**config.mk**
```make
export PLATFORM = sky130hd
export DESIGN_NAME = ipw_watchdog
export DESIGN_NICKNAME = d
export VERILOG_FILES = /design/src/rtl/ipw_pkg.sv /design/src/rtl/ipw_prescaler.sv /design/src/rtl/ipw_config_port.sv /design/src/rtl/ipw_watchdog.sv
export SDC_FILE = /design/constraint.sdc
export NUM_CORES = 1
export LEC_CHECK = 0
export BUFFER_PORTS_ARGS = -buffer_cell sky130_fd_sc_hd__buf_2
export CORE_MARGIN = 3
export CORE_UTILIZATION = 55
export CTS_BUF_LIST = sky130_fd_sc_hd__clkbuf_8
export CTS_CLUSTER_DIAMETER = 50
export CTS_CLUSTER_SIZE = 10
export DETAILED_ROUTE_END_ITERATION = 12
export PLACE_DENSITY = 0.75
export SLEW_MARGIN = 15
export SYNTH_ARGS = -nofsm -noshare
export SYNTH_HDL_FRONTEND = slang
export SYNTH_SLANG_ARGS = --single-unit
```
**constraint.sdc**
```tcl
create_clock -name ref_clk -period 2.2 [get_ports ref_clk]
set_input_delay 0.11 -clock ref_clk [delete_from_list [all_inputs] [get_ports ref_clk]]
set_output_delay 0.11 -clock ref_clk [all_outputs]
set_load 0.01 [all_outputs]
```
**src/rtl/ipw_pkg.sv**
```systemverilog
/*
  Shared constants for the indexed-port watchdog: port addresses, keys,
  register indices, field positions, reset values and tick timing.
  Assumes a single 25 MHz device clock.
*/
package ipw_pkg;
  // Host I/O locations of the index and data ports.
  localparam logic [15:0] IDX_PORT_ADDR = 16'h002e;
  localparam logic [15:0] DAT_PORT_ADDR = 16'h002f;
  // Keys written to the index port.
  localparam logic [7:0] UNLOCK_KEY = 8'h87;
  localparam logic [7:0] LOCK_KEY = 8'haa;
  // Register indices.
  localparam logic [7:0] BANK_SELECT_IDX = 8'h07;
  localparam logic [7:0] FUNCTION_ACTIVATE_IDX = 8'h30;
  localparam logic [7:0] COUNT_UNIT_SELECT_IDX = 8'hf5;
  localparam logic [7:0] TIMEOUT_COUNT_IDX = 8'hf6;
  localparam logic [7:0] RESTART_STATUS_IDX = 8'hf7;
  // Values that select the watchdog bank and enable the function.
  localparam logic [7:0] WDT_BANK_VALUE = 8'h08;
  localparam logic [7:0] ENABLE_VALUE = 8'h01;
  // Field positions.
  localparam int UNIT_MINUTES_BIT = 3;
  localparam int MOUSE_RESTART_BIT = 7;
  localparam int KBD_RESTART_BIT = 6;
  localparam int FORCE_TIMEOUT_BIT = 5;
  localparam int TIMEOUT_STATUS_BIT = 4;
  // Reset values.
  localparam logic [7:0] UNIT_RESET = 8'h00;
  localparam logic [7:0] COUNT_RESET = 8'h00;
  localparam logic [7:0] CTRL_RESET = 8'h00;
  localparam logic [7:0] BANK_RESET = 8'h00;
  // Tick timing.
  localparam int CLK_HZ = 25000000;
  localparam int TICK_PERIOD_S = 1;
  localparam int SEC_CYCLES = CLK_HZ * TICK_PERIOD_S;
  localparam int SEC_PER_MIN = 60;
endpackage

```
**src/rtl/ipw_prescaler.sv**
```systemverilog
/*
  Free-running divider that emits a one-cycle pulse every DIV input pulses.
  Assumes the input pulse is synchronous to ref_clk; clear restarts the phase.
*/
module ipw_prescaler #(
  parameter int DIV = 60
) (
  input wire logic ref_clk,
  input wire logic rst_n,
  input wire logic clear,
  input wire logic inPulse,
  output logic outPulse
);
  localparam int CW = (DIV > 1) ? $clog2(DIV) : 1;
  localparam logic [CW-1:0] LAST = CW'(DIV - 1);

  logic [CW-1:0] cnt_q;
  logic [CW-1:0] cnt_d;

  // Count input pulses; wrap and fire on the last one.
  always_comb begin
    cnt_d = cnt_q;
    outPulse = 1'b0;
    if (clear) begin
      cnt_d = '0;
    end else if (inPulse) begin
      if (cnt_q == LAST) begin
        cnt_d = '0;
        outPulse = 1'b1;
      end else begin
        cnt_d = cnt_q + 1'b1;
      end
    end
  end

  always_ff @(posedge ref_clk or negedge rst_n) begin
    if (!rst_n) begin
      cnt_q <= '0;
    end else begin
      cnt_q <= cnt_d;
    end
  end
endmodule

```
**src/rtl/ipw_config_port.sv**
```systemverilog
/*
  Index/data port front end: decodes the two host I/O locations, tracks the
  unlock key sequence and holds the selected index.
  Assumes one-cycle host write/read strobes synchronous to ref_clk.
*/
module ipw_config_port (
  input wire logic ref_clk,
  input wire logic rst_n,
  input wire logic ioWr,
  input wire logic ioRd,
  input wire logic [15:0] ioAddr,
  input wire logic [7:0] ioWrData,
  output logic unlocked,
  output logic [7:0] regIndex,
  output logic dataWr,
  output logic dataRd
);
  logic [1:0] keyCnt_q;
  logic [1:0] keyCnt_d;
  logic [7:0] idx_q;
  logic [7:0] idx_d;
  logic idxWr;

  assign idxWr = ioWr && (ioAddr == ipw_pkg::IDX_PORT_ADDR);
  // Data-port strobes pass only while unlocked; locked accesses vanish here.
  assign dataWr = ioWr && (ioAddr == ipw_pkg::DAT_PORT_ADDR) && unlocked;
  assign dataRd = ioRd && (ioAddr == ipw_pkg::DAT_PORT_ADDR) && unlocked;
  assign unlocked = (keyCnt_q == 2'd2);
  assign regIndex = idx_q;

  // Key tracker: two successive unlock keys open access, the lock key closes it.
  always_comb begin
    keyCnt_d = keyCnt_q;
    idx_d = idx_q;
    if (idxWr) begin
      if (unlocked) begin
        if (ioWrData == ipw_pkg::LOCK_KEY) begin
          keyCnt_d = 2'd0;
        end else begin
          idx_d = ioWrData;
        end
      end else if (ioWrData == ipw_pkg::UNLOCK_KEY) begin
        keyCnt_d = keyCnt_q + 2'd1;
      end else begin
        keyCnt_d = 2'd0; // A stray byte breaks the key sequence.
      end
    end
  end

  always_ff @(posedge ref_clk or negedge rst_n) begin
    if (!rst_n) begin
      keyCnt_q <= 2'd0;
      idx_q <= 8'h00;
    end else begin
      keyCnt_q <= keyCnt_d;
      idx_q <= idx_d;
    end
  end
endmodule

```
**src/rtl/ipw_watchdog.sv**
```systemverilog
/*
  Indexed-port watchdog timer top: register bank behind an index/data port
  pair, seconds or minutes countdown, restart sources, forced timeout and
  timeout outputs as interrupt or system reset.
  Assumes host strobes, activity pulses and the select jumper are synchronous
  to ref_clk; the jumper is static.
*/
// How it works
// - Index port and data port are decoded at two adjacent host I/O locations.
// - Unlock key written twice in a row opens configuration; before that, ignored.
// - Bank-select value at the bank-select index targets the watchdog register set.
// - Enable value at the activation index turns the watchdog on; reset leaves it off.
// - Unit register bit 3 chooses seconds (0, reset) or minutes (1).
// - Count value zero stops the timer; count resets to zero.
// - Count 1 to 255 sets the timeout length in the chosen unit.
// - Elapsed count without restart raises timeout as interrupt or reset.
// - Each count register write reloads the counter and restarts counting.
// - Control bit 7 lets mouse activity restart the count; resets to 0.
// - Control bit 6 lets keyboard activity restart the count; resets to 0.
// - Writing control bit 5 forces an immediate timeout; bit self-clears.
// - Control bit 4 reads 1 once timeout has been reached.
// - Lock key at the index port closes configuration until unlocked again.
// - A static jumper input decides whether timeout drives system reset.
module ipw_watchdog #(
  parameter int SEC_DIV = ipw_pkg::SEC_CYCLES
) (
  input wire logic ref_clk,
  input wire logic rst_n,
  input wire logic ioWr,
  input wire logic ioRd,
  input wire logic [15:0] ioAddr,
  input wire logic [7:0] ioWrData,
  output logic [7:0] ioRdData,
  input wire logic mouseActivity,
  input wire logic kbdActivity,
  input wire logic timeoutResetSelectJumper,
  output logic wdtIrq,
  output logic sysReset
);
  logic unlocked;
  logic [7:0] regIndex;
  logic dataWr;
  logic dataRd;
  logic secTick;
  logic minTick;
  logic unitTick;
  logic restartCnt;

  logic [7:0] bank_q, bank_d;
  logic enable_q, enable_d;
  logic minutes_q, minutes_d;
  logic [7:0] countReg_q, countReg_d;
  logic mouseEn_q, mouseEn_d;
  logic kbdEn_q, kbdEn_d;
  logic forceTo_q, forceTo_d;
  logic timedOut_q, timedOut_d;
  logic [7:0] counter_q, counter_d;
  logic [7:0] rdData_q, rdData_d;
  logic timeoutEvt;
  logic bankSel;

  // Front end: address decode, key sequence and index latch.
  ipw_config_port u_port (
    .ref_clk(ref_clk),
    .rst_n(rst_n),
    .ioWr(ioWr),
    .ioRd(ioRd),
    .ioAddr(ioAddr),
    .ioWrData(ioWrData),
    .unlocked(unlocked),
    .regIndex(regIndex),
    .dataWr(dataWr),
    .dataRd(dataRd)
  );

  // Second tick from the device clock; phase restarts with the count.
  ipw_prescaler #(
    .DIV(SEC_DIV)
  ) u_sec (
    .ref_clk(ref_clk),
    .rst_n(rst_n),
    .clear(restartCnt),
    .inPulse(1'b1),
    .outPulse(secTick)
  );

  // Minute tick from sixty second ticks.
  ipw_prescaler #(
    .DIV(ipw_pkg::SEC_PER_MIN)
  ) u_min (
    .ref_clk(ref_clk),
    .rst_n(rst_n),
    .clear(restartCnt),
    .inPulse(secTick),
    .outPulse(minTick)
  );

  function automatic logic isWdtReg(input logic [7:0] idx, input logic [7:0] bank);
    isWdtReg = (bank == ipw_pkg::WDT_BANK_VALUE) &&
               (idx == ipw_pkg::FUNCTION_ACTIVATE_IDX || idx == ipw_pkg::COUNT_UNIT_SELECT_IDX ||
                idx == ipw_pkg::TIMEOUT_COUNT_IDX || idx == ipw_pkg::RESTART_STATUS_IDX);
  endfunction

  assign bankSel = isWdtReg(regIndex, bank_q);
  assign unitTick = minutes_q ? minTick : secTick;

  // Restart on count write or enabled activity, both keep phase aligned.
  assign restartCnt = (dataWr && bankSel && regIndex == ipw_pkg::TIMEOUT_COUNT_IDX) ||
                      (mouseEn_q && mouseActivity) ||
                      (kbdEn_q && kbdActivity);

  // Expiry fires on the tick that takes the counter from one to zero.
  assign timeoutEvt = forceTo_q ||
                      (enable_q && !restartCnt && unitTick && counter_q == 8'h01);

  // Register bank: writes land only when unlocked; all but the bank-select register also need the bank selected.
  always_comb begin
    bank_d = bank_q;
    enable_d = enable_q;
    minutes_d = minutes_q;
    countReg_d = countReg_q;
    mouseEn_d = mouseEn_q;
    kbdEn_d = kbdEn_q;
    forceTo_d = 1'b0; // Self-clearing one cycle after the write.
    timedOut_d = timedOut_q;
    if (dataWr) begin
      if (regIndex == ipw_pkg::BANK_SELECT_IDX) begin
        bank_d = ioWrData;
      end else if (bankSel) begin
        unique case (regIndex)
          ipw_pkg::FUNCTION_ACTIVATE_IDX: enable_d = (ioWrData == ipw_pkg::ENABLE_VALUE);
          ipw_pkg::COUNT_UNIT_SELECT_IDX: minutes_d = ioWrData[ipw_pkg::UNIT_MINUTES_BIT];
          ipw_pkg::TIMEOUT_COUNT_IDX: countReg_d = ioWrData;
          ipw_pkg::RESTART_STATUS_IDX: begin
            mouseEn_d = ioWrData[ipw_pkg::MOUSE_RESTART_BIT];
            kbdEn_d = ioWrData[ipw_pkg::KBD_RESTART_BIT];
            forceTo_d = ioWrData[ipw_pkg::FORCE_TIMEOUT_BIT];
            // Writing 1 to the status bit clears it; a same-cycle timeout still wins below.
            if (ioWrData[ipw_pkg::TIMEOUT_STATUS_BIT]) begin
              timedOut_d = 1'b0;
            end
          end
          default: ;
        endcase
      end
    end
    if (timeoutEvt) begin
      timedOut_d = 1'b1;
    end
  end

  // Countdown: a reload restarts from the written value, zero holds stopped.
  always_comb begin
    counter_d = counter_q;
    if (dataWr && bankSel && regIndex == ipw_pkg::TIMEOUT_COUNT_IDX) begin
      counter_d = ioWrData;
    end else if (restartCnt) begin
      counter_d = countReg_q;
    end else if (enable_q && unitTick && counter_q != 8'h00) begin
      counter_d = counter_q - 8'h01;
    end
  end

  // Read data is registered so the host sees a stable byte after the strobe.
  always_comb begin
    rdData_d = rdData_q;
    if (dataRd) begin
      rdData_d = 8'h00;
      if (regIndex == ipw_pkg::BANK_SELECT_IDX) begin
        rdData_d = bank_q;
      end else if (bankSel) begin
        unique case (regIndex)
          ipw_pkg::FUNCTION_ACTIVATE_IDX: rdData_d = {7'h00, enable_q};
          ipw_pkg::COUNT_UNIT_SELECT_IDX: rdData_d[ipw_pkg::UNIT_MINUTES_BIT] = minutes_q;
          ipw_pkg::TIMEOUT_COUNT_IDX: rdData_d = countReg_q;
          ipw_pkg::RESTART_STATUS_IDX: begin
            rdData_d[ipw_pkg::MOUSE_RESTART_BIT] = mouseEn_q;
            rdData_d[ipw_pkg::KBD_RESTART_BIT] = kbdEn_q;
            rdData_d[ipw_pkg::FORCE_TIMEOUT_BIT] = forceTo_q;
            rdData_d[ipw_pkg::TIMEOUT_STATUS_BIT] = timedOut_q;
          end
          default: ;
        endcase
      end
    end
  end

  always_ff @(posedge ref_clk or negedge rst_n) begin
    if (!rst_n) begin
      bank_q <= ipw_pkg::BANK_RESET;
      enable_q <= 1'b0;
      minutes_q <= ipw_pkg::UNIT_RESET[ipw_pkg::UNIT_MINUTES_BIT];
      countReg_q <= ipw_pkg::COUNT_RESET;
      mouseEn_q <= ipw_pkg::CTRL_RESET[ipw_pkg::MOUSE_RESTART_BIT];
      kbdEn_q <= ipw_pkg::CTRL_RESET[ipw_pkg::KBD_RESTART_BIT];
      forceTo_q <= ipw_pkg::CTRL_RESET[ipw_pkg::FORCE_TIMEOUT_BIT];
      timedOut_q <= 1'b0;
      counter_q <= ipw_pkg::COUNT_RESET;
      rdData_q <= 8'h00;
    end else begin
      bank_q <= bank_d;
      enable_q <= enable_d;
      minutes_q <= minutes_d;
      countReg_q <= countReg_d;
      mouseEn_q <= mouseEn_d;
      kbdEn_q <= kbdEn_d;
      forceTo_q <= forceTo_d;
      timedOut_q <= timedOut_d;
      counter_q <= counter_d;
      rdData_q <= rdData_d;
    end
  end

  // Timeout routing: the jumper steers it to system reset, else to interrupt.
  // Both are levels that follow the sticky status, so a reset sees a held request.
  assign sysReset = timedOut_q && timeoutResetSelectJumper;
  assign wdtIrq = timedOut_q && !timeoutResetSelectJumper;
  assign ioRdData = rdData_q;
endmodule

```
==> key figures <==
STA
  • Final Hold Fails: 0
  • Fin crit period: 2.223 ns
  • Slew @ Worst Pin: 0.4479 ns
  • Tcrit/Tclk final: 1.010
  • Relative slew slack: 0.6975
  • Fmax: 0.4499 GHz
  • Final setup violating endpoints: 5
  • Hold Slack: 0.05675 ns
  • RSZ-0062 raised after global routing: true
  • Clock skew: 0.01079 ns
  • Final worst slack: -0.02255 ns
  • Fin. max-slew vios: 0

Outcome
  • Failing checks: setup timing
  • Status: finished, violations left

Detailed routing
  • Remaining antenna violation count: 0
  • Metal3 WL: 586 µm
  • Vias per Instance: 5.914
  • Met2 WL: 5280 µm
  • DRT iter0 DRCs: 249
  • 1st-pass router iterations: 6
  • Final WL: 10530 µm
  • Vias: 3560
  • DR WL/cell: 17.49 µm
  • Met1 WL: 4580 µm
  • DR top layer: met4
  • Residual DRC: 0

Job
  • MaxCap Viol Count: 0

Logic synthesis
  • Syn Nets: 447
  • Main flop type after synthesis: dfrtp_1
  • Netlist cell types: 56
  • Share of flip-flops with an asynchronous set or reset: 1.000
  • Top-count cell post-synth: dfrtp_1
  • Seq/Total Area, Yosys: 0.4653
  • Share of the synthesized area in the top cell type: 0.4653
  • Yosys top cell by area: dfrtp_1
  • EDFF count, synth: 0
  • Cells after synthesis: 411
  • Dominant cells by area after synthesis: dfrtp_1, mux2_2, nor2_1
  • Yosys reg bits: 79
  • Synth Area per Inst: 10.34 µm²
  • Synth top cells by count: dfrtp_1, nor2_1, nand2_1
  • Synth Cell Area: 4249 µm²
  • Syn. warnings: 0

Floorplanning
  • Die width: 93.90 µm
  • # IOs: 41
  • Die height: 93.90 µm
  • Initial core utilization: 0.5766
  • Num rows: 31
  • Die area: 8816 µm²
  • Core Region: 7370 µm²

Placed design
  • DPL Wire Length: 7279 µm
  • Dpl ws: -0.04244 ns
  • Input/output buffers: 40
  • Final RePlAce weighted congestion: 0.8843

Cells and area
  • Layout cells sized above 1: 0.3221
  • Layout area overhead: 22.67%
  • Footprint of the multi-input gates: 2260 µm²
  • Layout fillers: 570
  • Core Util, Final: 0.7073
  • Reg area: 1977 µm²
  • Ant diodes: 0
  • Final nets: 534

Clocking
  • Sink Count: 79
  • CTS H-tree depth: 3
  • Clock transition at path regs: 0.08 ns
  • Worst-Skew Late Latency: 0.35 ns
  • Clock root buffer: clkbuf_8
  • CTS buffer count: 9
  • Max Root-Sink Buffers: 2
  • CTS tree: yes

Worst setup path
  • Worst Reg-to-Reg Cells: 5
  • Critical path class: flop to flop
  • Critical Path RT: 2.44 ns
  • CP Data Arrival Time: 2.46 ns
  • Crit path capture type: flop
  • Critical Path Start Type: flop
  • CP Max Fanout: 6

Global route
  • First-pass GRT wire length: 17420 µm
  • Total gr overflow: 0
  • Largest net degree at the start of global routing: 48
  • Vias in the first global route: 3525
  • Global router's overall resource usage: 0.2548
  • Antenna violations before repair: 0

Pwr
  • Worst ir drop on vdd: 0.3682 mV
  • Leak: 0.002328 µW
  • Power per cell area: 510.9 nW/µm²

Worst hold path
  • Hold Crit Class: input port to flop
  • Worst hold path depth: 3
## worst max-delay path: stages (launching register included)
cell and delay [ns]:
dfrtp_1 0.42, nor4b_4 0.38, nand4_4 0.16, or4_4 0.58
mux2_4 0.32, mux2_4 0.25
## through the flow
stage               total power, µW  setup TNS, ns  cells  cell area, µm²
floorplan                      1493        -0.4284    411            4249
global placement               1577              0    580            4852
detailed placement             1579        -0.2116    580            4852
CTS                            2687       -0.08323    599            5099
global route                   2771         -2.387    602            5213
finish                         2663       -0.05887    602            5213
## state kept, by name (all words and copies together), names as in the netlist
register / flops
u_sec.cnt_q: 25
counter_q: 8
u_min.cnt_q: 6
forceTo_q: 1
timedOut_q: 1
u_port.keyCnt_q: 2
mouseEn_q: 1
kbdEn_q: 1
ioRdData: 8
enable_q: 1
bank_q: 8
countReg_q: 8
u_port.regIndex: 8
minutes_q: 1
## cell type report
cell class	instances	share of cell area
multi-input combinational	310	0.4335
timing repair buffer	87	0.1159
inverter	11	0.007921
sequential	79	0.3793
tap	99	0.02376
clock inverter	5	0.01056
clock buffer	11	0.02904
## layout by cell type, fill, tap and decap left out, drive strengths merged, types with 12 or more instances in the layout
cell    netlist  final
dfrtp        79     79
inv          11     13
clkbuf        5     12
nand3        15     15
nand4        15     15
xnor2        15     15
mux2         35     35
xor2         12     12
o21ai        19     19
buf           7     85
nand2        39     39
nor4         15     15
nor2         43     43
mux2i        13     13
## per-layer routing
metal	vias to the layer above	GRT usage
met4	0	0.07581
met3	8	0.05128
met5	-	0
li1	1667	-
met1	1777	0.3441
met2	108	0.4151
## report_power, final
part           total, µW  switching (µW)  internal, µW  leakage (µW)
clock               1110             528           585      0.000107
sequential          1450       0.0000440          1450       0.00103
combinational        100            67.7          32.7       0.00119
## repair_timing
action / in CTS / in global routing
endpoints found under the hold margin: 32 / 0
hold buffers: 1 / 0
setup endpoints to repair: 10 / 38
gates resized for setup: 4 / 17
pin swaps: 3 / 8
cloned: 1 / 1
setup buffers: 1 / 2
## kinds of logic (layout without fill, tap and decap cells)
kind of cell    after synthesis  in the layout  share of synthesized area
simple gates                183            184                     0.2476
flops                        79             79                     0.4653
mux                          48             48                     0.1251
compound gates               46             46                    0.06684
xor+xnor                     27             27                    0.05565
buf+inv                      23            114                    0.02473
fa+ha+maj                     5              5                    0.01472
## path summary, 6_finish.rpt
path                            slack [ns]                     from                          to
max in group asynchronous             1.36                    rst_n  u_min.cnt_q[4]$_DFFE_PN0P_
worst min register to register        0.48  ioRdData[5]$_DFFE_PN0P_     ioRdData[5]$_DFFE_PN0P_
worst max register to register       -0.02    bank_q[0]$_DFFE_PN0P_    counter_q[7]$_DFFE_PN0P_
min in group asynchronous             0.24                    rst_n     ioRdData[7]$_DFFE_PN0P_
worst min-delay path                  0.06                ioAddr[0]         forceTo_q$_DFF_PN0_
worst max-delay path                 -0.02    bank_q[0]$_DFFE_PN0P_    counter_q[7]$_DFFE_PN0P_
No activity file was read; power rests on OpenSTA's default activity.
